==> src/meas_trig_pkg.sv <==
// Constants and types for the measurement-acquire trigger block.
// Assumes samples arrive as unsigned codes on the core clock.
package meas_trig_pkg;

    localparam int unsigned DATA_W = 16;
    localparam int unsigned COUNT_W = 7;

    typedef enum logic [1:0] {
        SLOPE_RISING,
        SLOPE_FALLING,
        SLOPE_EITHER
    } slope_t;

    typedef enum logic [1:0] {
        FUNC_VOLTAGE,
        FUNC_CURRENT,
        FUNC_AUX
    } func_t;

    typedef enum logic {
        SRC_INTERNAL,
        SRC_BUS
    } source_t;

    typedef enum logic {
        NAME_TRANSIENT,
        NAME_ACQUIRE
    } seq_name_t;

    localparam logic [DATA_W-1:0] LEVEL_RESET = 16'h0000;
    localparam logic [DATA_W-1:0] HYST_RESET = 16'h0000;
    localparam slope_t SLOPE_RESET = SLOPE_RISING;
    localparam source_t SOURCE_RESET = SRC_INTERNAL;
    localparam logic [COUNT_W-1:0] COUNT_RESET = 7'h01;
    localparam logic [COUNT_W-1:0] COUNT_MIN = 7'h01;
    localparam logic [COUNT_W-1:0] COUNT_MAX = 7'h64;

endpackage

==> src/meas_trig.sv <==
// Measurement-acquire trigger: level/hysteresis/slope per channel, source select,
// initiate gating and repeat count. Settings are registers here, loaded by the caller's
// strobes; samples come from a converter on the core clock.
// How it works
// [RULE_01] Band spans level minus half width to level plus half width.
// [RULE_02] Rising crossing needs a sample below band, then above it.
// [RULE_03] Falling crossing needs a sample above band, then below it.
// [RULE_04] Current trigger level register resets to zero.
// [RULE_05] Voltage trigger level register resets to zero.
// [RULE_06] Aux voltmeter level resets to zero and uses the same band logic.
// [RULE_07] Aux voltmeter hysteresis width resets to zero.
// [RULE_08] Voltage hysteresis width resets to zero.
// [RULE_09] Rising slope fires only on rising crossings.
// [RULE_10] Falling slope fires only on falling crossings.
// [RULE_11] Either slope fires on both crossing directions.
// [RULE_12] Current slope resets to rising.
// [RULE_13] Voltage slope resets to rising.
// [RULE_14] Aux voltmeter slope resets to rising.
// [RULE_15] Source is bus or internal; internal after reset.
// [RULE_16] Internal source triggers on allowed crossing of the selected quantity.
// [RULE_17] Sequence 1 is transient, sequence 2 acquire; fixed, queryable.
// [RULE_18] Host selects the monitored quantity before triggering.
// [RULE_19] After each measurement wait again until count 1..100 is spent.
// [RULE_20] Triggers are ignored unless the system was initiated.
// [RULE_21] Per-channel armed state set leaving band, cleared on trigger.
`timescale 1ns/100ps
module meas_trig
    import meas_trig_pkg::*;
#(
    parameter int unsigned W = DATA_W,
    parameter int unsigned CW = COUNT_W
) (
    input wire logic i_core_clk,
    input wire logic i_reset_n,
    // Setting writes, one strobe per setting
    input wire logic i_wr_level_curr,
    input wire logic i_wr_level_volt,
    input wire logic i_wr_level_aux,
    input wire logic i_wr_hyst_curr,
    input wire logic i_wr_hyst_volt,
    input wire logic i_wr_hyst_aux,
    input wire logic i_wr_slope_curr,
    input wire logic i_wr_slope_volt,
    input wire logic i_wr_slope_aux,
    input wire logic i_wr_source,
    input wire logic i_wr_func,
    input wire logic i_wr_count,
    input wire logic [W-1:0] i_wr_value,
    input wire slope_t i_wr_slope,
    input wire source_t i_wr_src,
    input wire func_t i_wr_fn,
    input wire logic [CW-1:0] i_wr_cnt,
    input wire logic i_wr_define,
    input wire logic i_define_seq,
    input wire seq_name_t i_define_name,
    input wire logic i_query_seq,
    // Control events
    input wire logic i_initiate,
    input wire logic i_abort,
    input wire logic i_bus_trigger,
    // Samples
    input wire logic i_sample_valid,
    input wire logic [W-1:0] i_volt_sample,
    input wire logic [W-1:0] i_curr_sample,
    input wire logic [W-1:0] i_aux_voltmeter_input,
    // Results
    output logic o_meas_trigger,
    output logic o_waiting,
    output logic o_define_error,
    output seq_name_t o_query_name,
    output logic [CW-1:0] o_remaining,
    output logic [W-1:0] o_level_curr,
    output logic [W-1:0] o_level_volt,
    output logic [W-1:0] o_level_aux,
    output logic [W-1:0] o_hyst_curr,
    output logic [W-1:0] o_hyst_volt,
    output logic [W-1:0] o_hyst_aux,
    output slope_t o_slope_curr,
    output slope_t o_slope_volt,
    output slope_t o_slope_aux,
    output source_t o_source,
    output func_t o_func,
    output logic [CW-1:0] o_count
);
    logic [W-1:0] level_curr_q;
    logic [W-1:0] level_volt_q;
    logic [W-1:0] level_aux_q;
    logic [W-1:0] hyst_curr_q;
    logic [W-1:0] hyst_volt_q;
    logic [W-1:0] hyst_aux_q;
    slope_t slope_curr_q;
    slope_t slope_volt_q;
    slope_t slope_aux_q;
    source_t source_q;
    func_t func_q;
    logic [CW-1:0] count_q;
    logic [CW-1:0] remaining_q;
    logic waiting_q;
    logic trig_q;
    logic define_err_q;
    seq_name_t query_q;
    logic fire_volt;
    logic fire_curr;
    logic fire_aux;
    logic int_fire;
    logic take;
    logic chan_enable;

    always_ff @(posedge i_core_clk or negedge i_reset_n) begin
        if (!i_reset_n) begin
            level_curr_q <= LEVEL_RESET; // [RULE_04]
            level_volt_q <= LEVEL_RESET; // [RULE_05]
            level_aux_q <= LEVEL_RESET; // [RULE_06]
        end else begin
            if (i_wr_level_curr) level_curr_q <= i_wr_value;
            if (i_wr_level_volt) level_volt_q <= i_wr_value;
            if (i_wr_level_aux) level_aux_q <= i_wr_value;
        end
    end

    always_ff @(posedge i_core_clk or negedge i_reset_n) begin
        if (!i_reset_n) begin
            hyst_curr_q <= HYST_RESET;
            hyst_volt_q <= HYST_RESET; // [RULE_08]
            hyst_aux_q <= HYST_RESET; // [RULE_07]
        end else begin
            if (i_wr_hyst_curr) hyst_curr_q <= i_wr_value;
            if (i_wr_hyst_volt) hyst_volt_q <= i_wr_value;
            if (i_wr_hyst_aux) hyst_aux_q <= i_wr_value;
        end
    end

    always_ff @(posedge i_core_clk or negedge i_reset_n) begin
        if (!i_reset_n) begin
            slope_curr_q <= SLOPE_RESET; // [RULE_12]
            slope_volt_q <= SLOPE_RESET; // [RULE_13]
            slope_aux_q <= SLOPE_RESET; // [RULE_14]
        end else begin
            // Unused encoding refused so slope always stays legal
            if (i_wr_slope_curr && i_wr_slope != 2'b11) slope_curr_q <= i_wr_slope;
            if (i_wr_slope_volt && i_wr_slope != 2'b11) slope_volt_q <= i_wr_slope;
            if (i_wr_slope_aux && i_wr_slope != 2'b11) slope_aux_q <= i_wr_slope;
        end
    end

    always_ff @(posedge i_core_clk or negedge i_reset_n) begin
        if (!i_reset_n) begin
            source_q <= SOURCE_RESET; // [RULE_15]
            func_q <= FUNC_VOLTAGE;
            count_q <= COUNT_RESET;
        end else begin
            if (i_wr_source) source_q <= i_wr_src; // [RULE_15]
            if (i_wr_func && i_wr_fn != 2'b11) func_q <= i_wr_fn; // [RULE_18]
            // Out-of-range counts are refused, keeping the old value
            if (i_wr_count && i_wr_cnt >= COUNT_MIN && i_wr_cnt <= COUNT_MAX) begin
                count_q <= i_wr_cnt; // [RULE_19]
            end
        end
    end

    // Sequence names are fixed; a mismatching define only flags an error
    always_ff @(posedge i_core_clk or negedge i_reset_n) begin
        if (!i_reset_n) begin
            define_err_q <= 1'b0;
            query_q <= NAME_TRANSIENT;
        end else begin
            define_err_q <= i_wr_define
                && ((i_define_seq ? NAME_ACQUIRE : NAME_TRANSIENT) != i_define_name); // [RULE_17]
            query_q <= i_query_seq ? NAME_ACQUIRE : NAME_TRANSIENT; // [RULE_17]
        end
    end

    // Only the selected quantity's detector runs; others are held disarmed
    assign chan_enable = waiting_q && (source_q == SRC_INTERNAL);

    band_detector #(.W(W)) u_det_volt (
        .i_core_clk(i_core_clk),
        .i_reset_n(i_reset_n),
        .i_enable(chan_enable && func_q == FUNC_VOLTAGE),
        .i_level(level_volt_q),
        .i_hyst(hyst_volt_q),
        .i_slope(slope_volt_q),
        .i_sample_valid(i_sample_valid),
        .i_sample(i_volt_sample),
        .o_fire(fire_volt),
        .o_armed_low(),
        .o_armed_high()
    );

    band_detector #(.W(W)) u_det_curr (
        .i_core_clk(i_core_clk),
        .i_reset_n(i_reset_n),
        .i_enable(chan_enable && func_q == FUNC_CURRENT),
        .i_level(level_curr_q),
        .i_hyst(hyst_curr_q),
        .i_slope(slope_curr_q),
        .i_sample_valid(i_sample_valid),
        .i_sample(i_curr_sample),
        .o_fire(fire_curr),
        .o_armed_low(),
        .o_armed_high()
    );

    band_detector #(.W(W)) u_det_aux (
        .i_core_clk(i_core_clk),
        .i_reset_n(i_reset_n),
        .i_enable(chan_enable && func_q == FUNC_AUX), // [RULE_06]
        .i_level(level_aux_q),
        .i_hyst(hyst_aux_q),
        .i_slope(slope_aux_q),
        .i_sample_valid(i_sample_valid),
        .i_sample(i_aux_voltmeter_input),
        .o_fire(fire_aux),
        .o_armed_low(),
        .o_armed_high()
    );

    assign int_fire = fire_volt || fire_curr || fire_aux; // [RULE_16]
    // Abort wins over any trigger in the same cycle
    assign take = waiting_q && !i_abort
        && ((source_q == SRC_BUS) ? i_bus_trigger : int_fire); // [RULE_20] [RULE_15]

    always_ff @(posedge i_core_clk or negedge i_reset_n) begin
        if (!i_reset_n) begin
            waiting_q <= 1'b0;
            remaining_q <= '0;
        end else if (i_abort) begin
            waiting_q <= 1'b0;
            remaining_q <= '0;
        end else if (i_initiate && !waiting_q) begin
            waiting_q <= 1'b1;
            remaining_q <= count_q; // [RULE_19]
        end else if (take) begin
            remaining_q <= remaining_q - 1'b1; // [RULE_19]
            waiting_q <= (remaining_q != COUNT_MIN); // [RULE_19]
        end
    end

    always_ff @(posedge i_core_clk or negedge i_reset_n) begin
        if (!i_reset_n) begin
            trig_q <= 1'b0;
        end else begin
            trig_q <= take; // [RULE_16]
        end
    end

    assign o_meas_trigger = trig_q;
    assign o_waiting = waiting_q;
    assign o_define_error = define_err_q;
    assign o_query_name = query_q;
    assign o_remaining = remaining_q;
    assign o_level_curr = level_curr_q;
    assign o_level_volt = level_volt_q;
    assign o_level_aux = level_aux_q;
    assign o_hyst_curr = hyst_curr_q;
    assign o_hyst_volt = hyst_volt_q;
    assign o_hyst_aux = hyst_aux_q;
    assign o_slope_curr = slope_curr_q;
    assign o_slope_volt = slope_volt_q;
    assign o_slope_aux = slope_aux_q;
    assign o_source = source_q;
    assign o_func = func_q;
    assign o_count = count_q;
endmodule // meas_trig

==> src/band_detector.sv <==
// One channel of hysteresis band crossing detection.
// Assumes level, width and sample are unsigned codes on the core clock.
`timescale 1ns/100ps
module band_detector
    import meas_trig_pkg::*;
#(
    parameter int unsigned W = DATA_W
) (
    input wire logic i_core_clk,
    input wire logic i_reset_n,
    input wire logic i_enable,
    input wire logic [W-1:0] i_level,
    input wire logic [W-1:0] i_hyst,
    input wire slope_t i_slope,
    input wire logic i_sample_valid,
    input wire logic [W-1:0] i_sample,
    output logic o_fire,
    output logic o_armed_low,
    output logic o_armed_high
);
    logic [W:0] upper;
    logic [W:0] lower_ext;
    logic below;
    logic above;
    logic rise_hit;
    logic fall_hit;
    logic want_rise;
    logic want_fall;

    // Extra bit keeps level + width/2 from wrapping; lower saturates at zero
    assign upper = {1'b0, i_level} + {2'b00, i_hyst[W-1:1]}; // [RULE_01]
    assign lower_ext = {1'b0, i_level} - {2'b00, i_hyst[W-1:1]}; // [RULE_01]
    assign below = !lower_ext[W] && ({1'b0, i_sample} < lower_ext);
    assign above = {1'b0, i_sample} > upper;

    assign want_rise = (i_slope == SLOPE_RISING) || (i_slope == SLOPE_EITHER); // [RULE_09] [RULE_11]
    assign want_fall = (i_slope == SLOPE_FALLING) || (i_slope == SLOPE_EITHER); // [RULE_10] [RULE_11]
    assign rise_hit = i_sample_valid && o_armed_low && above; // [RULE_02]
    assign fall_hit = i_sample_valid && o_armed_high && below; // [RULE_03]

    // Armed flags track which side of the band was seen last
    always_ff @(posedge i_core_clk or negedge i_reset_n) begin
        if (!i_reset_n) begin
            o_armed_low <= 1'b0;
            o_armed_high <= 1'b0;
        end else if (!i_enable) begin
            o_armed_low <= 1'b0;
            o_armed_high <= 1'b0;
        end else if (i_sample_valid) begin
            if (below) begin
                o_armed_low <= 1'b1; // [RULE_21]
                o_armed_high <= 1'b0;
            end else if (above) begin
                o_armed_high <= 1'b1; // [RULE_21]
                o_armed_low <= 1'b0;
            end
        end
    end

    always_ff @(posedge i_core_clk or negedge i_reset_n) begin
        if (!i_reset_n) begin
            o_fire <= 1'b0;
        end else begin
            o_fire <= i_enable && ((rise_hit && want_rise) || (fall_hit && want_fall));
        end
    end
endmodule // band_detector

==> config.mk <==
export PLATFORM = sky130hd
export DESIGN_NAME = meas_trig
export DESIGN_NICKNAME = d
export VERILOG_FILES = /design/src/meas_trig_pkg.sv /design/src/meas_trig.sv /design/src/band_detector.sv
export SDC_FILE = /design/constraint.sdc
export NUM_CORES = 1
export LEC_CHECK = 0
export ABC_CLOCK_PERIOD_IN_PS = 4170
export BUFFER_PORTS_ARGS = -buffer_cell sky130_fd_sc_hd__buf_2
export CAP_MARGIN = 15
export CORE_ASPECT_RATIO = 0.75
export CORE_MARGIN = 4
export CORE_UTILIZATION = 52
export DETAILED_ROUTE_END_ITERATION = 8
export PLACE_DENSITY = 0.89
export SLEW_MARGIN = 20
export SYNTH_ARGS = -nofsm -noshare
export SYNTH_HDL_FRONTEND = slang
export SYNTH_SLANG_ARGS = --single-unit
==> constraint.sdc <==
create_clock -name i_core_clk -period 4.17 [get_ports i_core_clk]
set_clock_uncertainty 0.2 [all_clocks]
set_input_delay 0.2085 -clock i_core_clk [delete_from_list [all_inputs] [get_ports i_core_clk]]
set_output_delay 0.2085 -clock i_core_clk [all_outputs]
set_load 0.05 [all_outputs]
======== After elaboration in Yosys (flattened, before gate mapping) ========
Cells that the tools add are included.
storage, ports and cells
  word-level logic and storage cells ...... 155
  output and inout port bits .............. 123
  flip-flop bits (word level) ............. 132
  input bits .............................. 98
cells by class
  $lt $le $gt $ge ......................... 8
  reduce and logical (&&, ||, !) cells .... 62
  add/subtract/negate cells ............... 7
  equal/unequal tests ..................... 18
  bitwise operators ....................... 1
  mux-type cells .......................... 33
operator list
  cell                                                                     count
  16-bit by 15-bit adder with 17-bit output                                3
  16-bit by 17-bit > comparator with 1-bit output                          3
  16-bit by 17-bit < comparator with 1-bit output                          3
  16-bit by 15-bit subtractor with 17-bit output                           3
  1-bit logical AND                                                        38
  1-bit 2-to-1 mux                                                         30
  7-bit 2-to-1 mux                                                         3
  1-bit logical OR                                                         11
  2-bit inequality test, second input constant                             5
  3-bit inequality test, second input constant                             3
  2-bit by 1-bit == test with 1-bit output, second input constant          4
  2-bit == test, second input constant                                     4
  2-bit logical NOT                                                        4
  7-bit by 1-bit >= comparator with 1-bit output, second input constant    1
  7-bit <= comparator, second input constant                               1
  7-bit by 1-bit inequality test with 1-bit output, second input constant  1
  7-bit by 1-bit subtractor with 7-bit output, second input constant       1
  2-bit AND reduction                                                      3
  1-bit logical NOT                                                        5
  3-bit nonzero test                                                       1
  1-bit inequality test                                                    1
  1-bit inverter                                                           1

======== Longest topological paths before layout ========
Gate-level depths: netlist of the first run.
  depth in word-level cells ............... 7
  depth in mapped cells ................... 20
  depth with buffers taken out ............ 19

======== Cells and area by module ========
A second synthesis of the first run with hierarchy kept.
unflattened totals
  cells, all modules ...................... 1247
  area, all modules ....................... 11837.6 sq um
modules (own cells, without submodules)
  module                           area each (sq um)  seq. area each (sq um)  cells an instance  times used
  meas_trig                        4832.1             3079.2                  330                1
  band_detector at u_det_curr ...  2269.7             75.1                    302                2
  band_detector at u_det_aux       2466.1             75.1                    313                1

======== Least setup slack after synthesis of the first run ========
OpenSTA, ideal clock, no wires.
  path type ............................... register to register
  from .................................... register hyst_curr_q[3], in the netlist o_hyst_curr[3]
  to ...................................... register u_det_curr.o_armed_high
  buffers on the path ..................... 0
  data arrival time ....................... 4182 ps
  setup slack ............................. -335 ps
  period minus slack after synthesis ...... 4505 ps
  required time ........................... 3847 ps
  stages on the path, launching flop included .. 17
  cell sequence ........................... dfrtp_1 inv_1 ha_1 nor2b_4 o31ai_4 a211oi_2 o21a_1 a311o_2 a21o_1 a41oi_2 xor2_1 ha_1 a2111oi_0 and3_1 a221oi_1 or3_4 o221a_1
on the way
  word-level cells in the longest chain between the ends .. 6
ends and longest elaborated chain
  item                                                                                         line                 text
  start: declaration                                                                           meas_trig.sv:88      logic [W-1:0] hyst_curr_q;
  start signal: assignment                                                                     meas_trig.sv:127     if (i_wr_hyst_curr) hyst_curr_q <= i_wr_value;
  16-bit by 15-bit subtractor with 17-bit output                                               band_detector.sv:32  assign lower_ext = {1'b0, i_level} - {2'b00, i_hyst[W-1:1]};
  16-bit by 17-bit < comparator with 1-bit output / 1-bit logical NOT (equally long branches)  band_detector.sv:33  assign below = !lower_ext[W] && ({1'b0, i_sample} < lower_ext);
  1-bit logical AND                                                                            band_detector.sv:33
  1-bit 2-to-1 mux                                                                             band_detector.sv:50  if (below) begin
  1-bit 2-to-1 mux                                                                             band_detector.sv:49  end else if (i_sample_valid) begin
  1-bit 2-to-1 mux                                                                             band_detector.sv:46  end else if (!i_enable) begin
  end signal: assignment                                                                       band_detector.sv:45  o_armed_high <= 1'b0;
  end signal: assignment                                                                       band_detector.sv:48  o_armed_high <= 1'b0;
  end signal: assignment                                                                       band_detector.sv:52  o_armed_high <= 1'b0;
  end: declaration                                                                             band_detector.sv:19  output logic o_armed_high
Parallel ways exist; a longest one is shown, timed or not. The select of a mux whose other input is x is not followed.
A chain may end at the register's enable or synchronous reset.

======== Worst setup path in the final report of the first run ========
  from .................................... register hyst_volt_q[1], in the netlist o_hyst_volt[1]
  to ...................................... register u_det_volt.o_armed_high
on the way
  word-level cells in the longest chain between the ends .. 6
ends and longest elaborated chain
  item                                                                                         line                 text
  start: declaration                                                                           meas_trig.sv:89      logic [W-1:0] hyst_volt_q;
  start signal: assignment                                                                     meas_trig.sv:128     if (i_wr_hyst_volt) hyst_volt_q <= i_wr_value;
  16-bit by 15-bit subtractor with 17-bit output                                               band_detector.sv:32
  16-bit by 17-bit < comparator with 1-bit output / 1-bit logical NOT (equally long branches)  band_detector.sv:33
  1-bit logical AND                                                                            band_detector.sv:33
  1-bit 2-to-1 mux                                                                             band_detector.sv:50
  1-bit 2-to-1 mux                                                                             band_detector.sv:49
  1-bit 2-to-1 mux                                                                             band_detector.sv:46
  end signal: assignment                                                                       band_detector.sv:45
  end signal: assignment                                                                       band_detector.sv:48
  end signal: assignment                                                                       band_detector.sv:52
  end: declaration                                                                             band_detector.sv:19
Parallel ways exist; a longest one is shown, timed or not. The select of a mux whose other input is x is not followed.

==> results of run 1 <==
==> through the flow <==
| step | power (mW) | setup TNS (ns) | instances | setup WS, ns | utilization |
|---|---|---|---|---|---|
| final | 6.11 | -0.394 | 1856 | -0.169 | 0.678 |
| after global placement | 4.35 | -0.103 | 1765 | -0.103 | 0.611 |
| after detailed placement | 4.44 | -0.782 | 1765 | -0.251 | 0.611 |
| after floorplan | 3.68 | -0.0214 | 1262 | -0.0214 | - |
| after CTS | 5.97 | -0.0402 | 1847 | -0.0326 | 0.663 |
| after global routing | 6.51 | -1.24 | 1856 | -0.318 | 0.678 |
==> worst min-delay path by stage <==
stage / start / to / slack [ns] / cells past startpoint
6_report: i_wr_level_volt / o_level_volt[1]$_DFFE_PN0P_ / 0.02 / 3
5_1_grt: i_wr_level_volt / o_level_volt[0]$_DFFE_PN0P_ / 0.05 / 3
4_1_cts: i_sample_valid / u_det_curr.o_fire$_DFF_PN0_ / 0.004 / 3
3_5_place_dp: i_reset_n / u_det_volt.o_armed_low$_DFFE_PN0P_ / 0.07 / 1
3_3_place_gp: i_reset_n / o_slope_volt[1]$_DFFE_PN0P_ / 0.06 / 1
2_1_floorplan: i_reset_n / o_count[1]$_DFFE_PN0P_ / -0.29 / 0
==> report_power, final <==
part / switching [mW] / leakage, nW / total (mW) / internal (mW)
Clock: 0.623 / 0.277 / 1.45 / 0.828
Combinational: 1.85 / 5.20 / 3.12 / 1.27
Sequential: 0.138 / 1.59 / 1.54 / 1.40
Total: 2.61 / 7.07 / 6.11 / 3.50
==> cells in the final DEF (no fill, tap or decap), types with 6 or more instances in the layout <==
cell / count
buf_2: 219
ha_1: 184
dfrtp_1: 120
nor2_1: 108
inv_1: 99
o21ai_0: 90
nand2_1: 83
a21oi_1: 64
xnor2_1: 60
mux2_2: 55
dlygate4sd3_1: 47
buf_4: 47
a21o_1: 28
nor2b_1: 25
nand2b_1: 23
xor2_1: 21
nor3_1: 20
nand3_1: 20
clkbuf_16: 17
dfrtp_2: 11
o21a_1: 10
a211oi_1: 10
nand4_1: 10
o21bai_1: 8
or3_1: 8
o211ai_1: 8
nor3b_1: 8
o21ai_1: 7
o41ai_2: 6
a31oi_1: 6
a21oi_2: 6
or2_2: 6
and3_1: 6
ha_4: 6
==> repair_timing <==
item	CTS	global route
hold buffers	47	0
resized for setup	9	48
endpoints found under the setup margin	8	9
endpoints found under the hold margin	186	0
pin swaps	9	40
buffers inserted	3	10
==> kinds of logic (layout without fill, tap and decap cells) <==
| family | count (synthesis) | in the layout |
|---|---|---|
| AOI/OAI and AO/OA | 311 | 311 |
| xor gates and xnor gates | 82 | 82 |
| adders and majority gates | 197 | 197 |
| buffers and inverters | 146 | 452 |
| DFF | 132 | 132 |
| muxes | 56 | 56 |
| and+or+nand+nor | 338 | 338 |
==> layer usage <==
layer	global-route usage	part of all wire
met4	0.0994	0.035
met2	0.441	0.47
met1	0.368	0.44
met5	0	0
met3	0.0436	0.057
==> sequential cells by signal, indices dropped and copies added, names as in the netlist, 7 cells and up <==
signal,cells
o_remaining,7
o_count,7
o_level_curr,16
o_hyst_aux,16
o_hyst_volt,16
o_level_aux,16
o_level_volt,16
o_hyst_curr,16
==> layout make-up <==
type                    count  area, µm²
multi-input cells         984       7900
inverters                 105        397
flip-flops and latches    132       3320
clock buffers              18        429
repair buffers            315       1940
fillers                  1662       6880
clock inverters            14        130
well taps                 288        360
==> worst reg2reg max path, delay by kind of cell, from the launching register on <==
kind / cells / cell delay, ns
AO/OA/AOI/OAI: 11 / 2.20
adder cells (fa/ha/maj): 3 / 0.87
flip-flops: 1 / 0.41
AND/OR/NAND/NOR: 3 / 0.33
XOR/XNOR: 1 / 0.23
==> metrics.txt, run 1 <==
main combinational cell family by area after synthesis=adder cells; worst min path class=in2reg; GRT Overall Usage=0.272; Critical Path RT=4.29 ns; Post-Syn Instances=1262; Synth Area in XOR/XNOR=0.0629; Vias=10502; FF+latch count, synth=132; fin nets=1850; clock sink count=132; failing checks=setup timing; Crit path top cell by count=o41ai_2; Seq/Total Area, Yosys=0.289; Yosys top cell by area=dfrtp_1; Peak Freq=230 MHz; Syn Nets=1557; Starting DRT DRC Count=713; Worst-Skew Late Latency=0.43 ns; maximum fanout along the worst path=3; async set-reset flop share out of synthesis=1.00; Synth Area in Compound Gates=0.182; post-layout minimum cycle time=4.34 ns; post-synth top area share=0.287; overall routed net length=33400 µm; status=complete, but fails checks; period utilization=1.04; Leak=7.07 nW; DRT antenna net count=0; worst-path cell chain=ha_4 -> fa_2 -> nand2b_4 -> a221oi_2 -> o41ai_2 -> o41ai_2 -> o41a_1 -> a21oi_1 -> o21bai_1 -> xnor2_1 -> ha_1 -> a21o_1 -> a21oi_2 -> o41ai_2 -> o31ai_1 -> a41o_1 -> nand2b_1 -> and3_1; Routed wire per std cell=18.0 µm; syn_area_per_cell=9.05 µm²; diode count=0; Setup CP Type=reg2reg; Root Driver=clkbuf_16; DR pass1 iterations=5; PnR worst setup slack=-0.169 ns; Post-synth EDFFs=0; # IOs=221; Synth Area in Adders=0.220; Via density=5.66; R2R setup slack=-0.17 ns; Slew Limit Headroom=0.503; crit path DAT=4.46 ns; r2r endpoint=u_det_volt.o_armed_high$_DFFE_PN0P_; Synth top cells by count=191 x ha_1, 131 x dfrtp_1, 109 x nor2_1, 105 x inv_1, 93 x o21ai_0; CP Launch Point=o_hyst_volt[1]$_DFFE_PN0P_; CP startpoint kind=register; Synth warnings=0; # setup viols final=3; Hold Vio Cnt, Final=0; Simple-Gate Fraction of Synth Area=0.142; Post-Syn Area=11400 µm²; Clock Pin Slew Worst Setup and Hold Paths=0.07 ns; Die Y=136 µm; RR Startpoint=o_hyst_volt[1]$_DFFE_PN0P_; vias in the first global route=10277; slowest CP cell=o41a_1; worst slew pin tran=0.744 ns; Rows=46; hpwl dp=25700 µm; mux share of post-synthesis cell area=0.0551; clock buffer count from CTS=17; synthesis-to-finish area growth=26.7%; die area=24400 µm²; CTS tree=done; WP depth=18; routability cong.=0.946; CTS HTree Levels=4; VDD IR max=271 µV; Setup crit end=u_det_volt.o_armed_high$_DFFE_PN0P_; PwrDens=422 nW/µm²; # port buffers=220; GRT overflow=0; DRC errors left=0; Max Transition Viols Final=0; pin count of the biggest net entering global routing=75; top-count cell post-synth=ha_1; unique cell type count in the Yosys netlist=76; first-pass GRT wire length=52700 µm; Critical Path End Type=register; critical path's top delay family=compound AO/OA/AOI/OAI gates; Die X=179 µm; Synth area leaders=dfrtp_1 29%, ha_1 21%, mux2_2 5.4%; max cap viols=0; worst reg2reg path depth=18; Synth Flop Type=dfrtp_1; RSZ-0062 raised after global routing=true; Placed Area=13000 µm²; starting density of the core=0.535; core area=21400 µm²; layout cells sized above 1=0.281; maximum clock path buffer count=2; initial antenna violation count=1; Worst path max stage delay=0.43 ns; CP bufs+invs=0; post-route cell area=14500 µm²; WHS=0.0184 ns
(Power assumes the default switching activity.)
==> inputs of run 2 (changes only) <==
ABC_CLOCK_PERIOD_IN_PS = 4500   (was 4170)
CORE_UTILIZATION = 57   (was 52)
PLACE_DENSITY = 0.92   (was 0.89)
clock period = 4.5 ns   (was 4.17 ns; I/O delays follow)
==> metrics.txt, run 2 (synthesized netlist as in run 1, its figures left out) <==
post-layout minimum cycle time=4.45 ns; Die Y=131 µm; Max Transition Viols Final=0; fin nets=1816; CP bufs+invs=0; Via density=5.81; synthesis-to-finish area growth=22.3%; initial antenna violation count=1; commonest non-fill, non-tap cell in the layout=buf_2; PnR worst setup slack=0.0463 ns; Routed wire per std cell=18.7 µm; WHS Endpoint=u_det_curr.o_fire$_DFF_PN0_; CTS HTree Levels=4; DRT antenna net count=0; vias in the first global route=10174; GRT Overall Usage=0.296; clock sink count=132; Clock Pin Slew Worst Setup and Hold Paths=0.06 ns; Crit path top cell by count=o41ai_2; final core area utilization=0.715; GRT overflow=0; worst slew pin tran=0.941 ns; Die X=171 µm; crit path DAT=4.56 ns; first-pass GRT wire length=52300 µm; worst reg2reg path depth=18; critical path's top delay family=compound AO/OA/AOI/OAI gates; starting density of the core=0.585; Starting DRT DRC Count=1047; overall routed net length=33500 µm; Vias=10397; PwrDens=401 nW/µm²; most frequent cells in the layout=219 x buf_2, 188 x ha_1, 128 x dfrtp_1; HP Start=i_sample_valid; Final TNS setup=0 ns; slowest CP cell=o41ai_2; DRC errors left=0; Rows=44; maximum fanout along the worst path=3; die area=22400 µm²; # setup viols final=0; Worst path max stage delay=0.46 ns; layout cells sized above 1=0.244; area taken by multi-input logic gates=7680 µm²; # IOs=221; Seq. cell area=3310 µm²; Peak Freq=225 MHz; clock buffer count from CTS=17; pin count of the biggest net entering global routing=102; r2r endpoint=u_det_volt.o_armed_high$_DFFE_PN0P_; Slew Limit Headroom=0.373; core area=19500 µm²; period utilization=0.990; worst min path class=in2reg; CP Launch Point=o_level_volt[0]$_DFFE_PN0P_; CP startpoint kind=register; hpwl dp=25400 µm; WHS=0.0280 ns; RR Startpoint=o_level_volt[0]$_DFFE_PN0P_; Hold Vio Cnt, Final=0; Critical Path End Type=register; routability cong.=0.959; VDD IR max=291 µV; max cap viols=0; worst-path cell chain=ha_2 -> fa_2 -> nand2b_4 -> a221oi_2 -> o41ai_2 -> o41ai_2 -> o41a_1 -> a21oi_2 -> o21bai_1 -> xnor2_1 -> ha_1 -> a21o_1 -> a21oi_2 -> o41ai_2 -> o31ai_2 -> a41o_1 -> nand2b_1 -> and3_1; worst hold path depth=3; status=finished clean; Critical Path RT=4.61 ns; R2R setup slack=0.05 ns; Worst-Skew Late Latency=0.42 ns; maximum clock path buffer count=2; CTS tree=done; DR pass1 iterations=5; Leak=6.88 nW; fill cell count=1443; # port buffers=220; pre-CTS WS=-0.0967 ns; Setup CP Type=reg2reg; Root Driver=clkbuf_16
-- run 2: cell count changes in the layout (fill, tap and decap cells not counted), sizes merged --
cell	previous run	this run
clkinvlp	1	3
inv	109	111
diode	0	3
dlygate4sd3	47	44
buf	268	237
bufinv	1	2
clkinv	8	3
-- run 2: final cells by class --
type	instances	share of cell area
multi-input cells	984	0.550
clock buffers	18	0.0307
well taps	253	0.0227
flip-flops and latches	132	0.237
inverters	105	0.0282
diodes	3	0.000537
clock inverters	14	0.0117
repair buffers	281	0.120
-- run 2: metal layers --
layer | track usage | vias up | part of all wire
li1 | - | 4963 | -
met1 | 0.402 | 4909 | 0.43
met2 | 0.463 | 453 | 0.45
met3 | 0.0767 | 72 | 0.088
met4 | 0.101 | 0 | 0.032
met5 | 0 | - | 0
-- run 2: what timing repair did --
action | CTS | global route
resized for setup | 2 | 23
buffers inserted | 0 | 6
hold buffers | 44 | 0
pin swaps | 0 | 16
gates cloned | 0 | 0
endpoints found under the hold margin | 193 | 0
endpoints found under the setup margin | 2 | 9
-- run 2: stage by stage --
| step | cells | power, mW | cell area, µm² |
|---|---|---|---|
| 2_1_floorplan | 1262 | 3.39 | 11400 |
| 3_3_place_gp | 1705 | 3.96 | 12800 |
| 3_5_place_dp | 1705 | 4.05 | 12800 |
| 4_1_cts | 1781 | 5.52 | 13800 |
| 5_1_grt | 1788 | 5.97 | 14000 |
| 6_report | 1790 | 5.61 | 14000 |
-- run 2: worst max-delay path by stage --
stage                                          endpoint  slack [ns]  depth (start not counted)
detailed placement  u_det_curr.o_armed_high$_DFFE_PN0P_        -0.1                         17
CTS                          u_det_aux.o_fire$_DFF_PN0_        0.04                         16
finish              u_det_volt.o_armed_high$_DFFE_PN0P_        0.05                         18
global placement    u_det_curr.o_armed_high$_DFFE_PN0P_        0.13                         17
floorplan           u_det_curr.o_armed_high$_DFFE_PN0P_        0.02                         16
global route        u_det_volt.o_armed_high$_DFFE_PN0P_       -0.07                         18
-- run 2: worst register-to-register path: stages (launching register included) --
cell and delay (ns):
dfrtp_1 0.40, ha_2 0.21, fa_2 0.42, nand2b_4 0.09, a221oi_2 0.07, o41ai_2 0.46, o41ai_2 0.12, o41a_1 0.45
a21oi_2 0.16, o21bai_1 0.09, xnor2_1 0.19, ha_1 0.29, a21o_1 0.18, a21oi_2 0.17, o41ai_2 0.10, o31ai_2 0.30
a41o_1 0.19, nand2b_1 0.06, and3_1 0.18
-- run 2: report_power, final --
part | leakage (nW) | switching [mW] | internal (mW)
sequential | 1.60 | 0.132 | 1.30
combinational | 5.01 | 1.67 | 1.10
clock | 0.280 | 0.578 | 0.830
total | 6.88 | 2.38 | 3.23
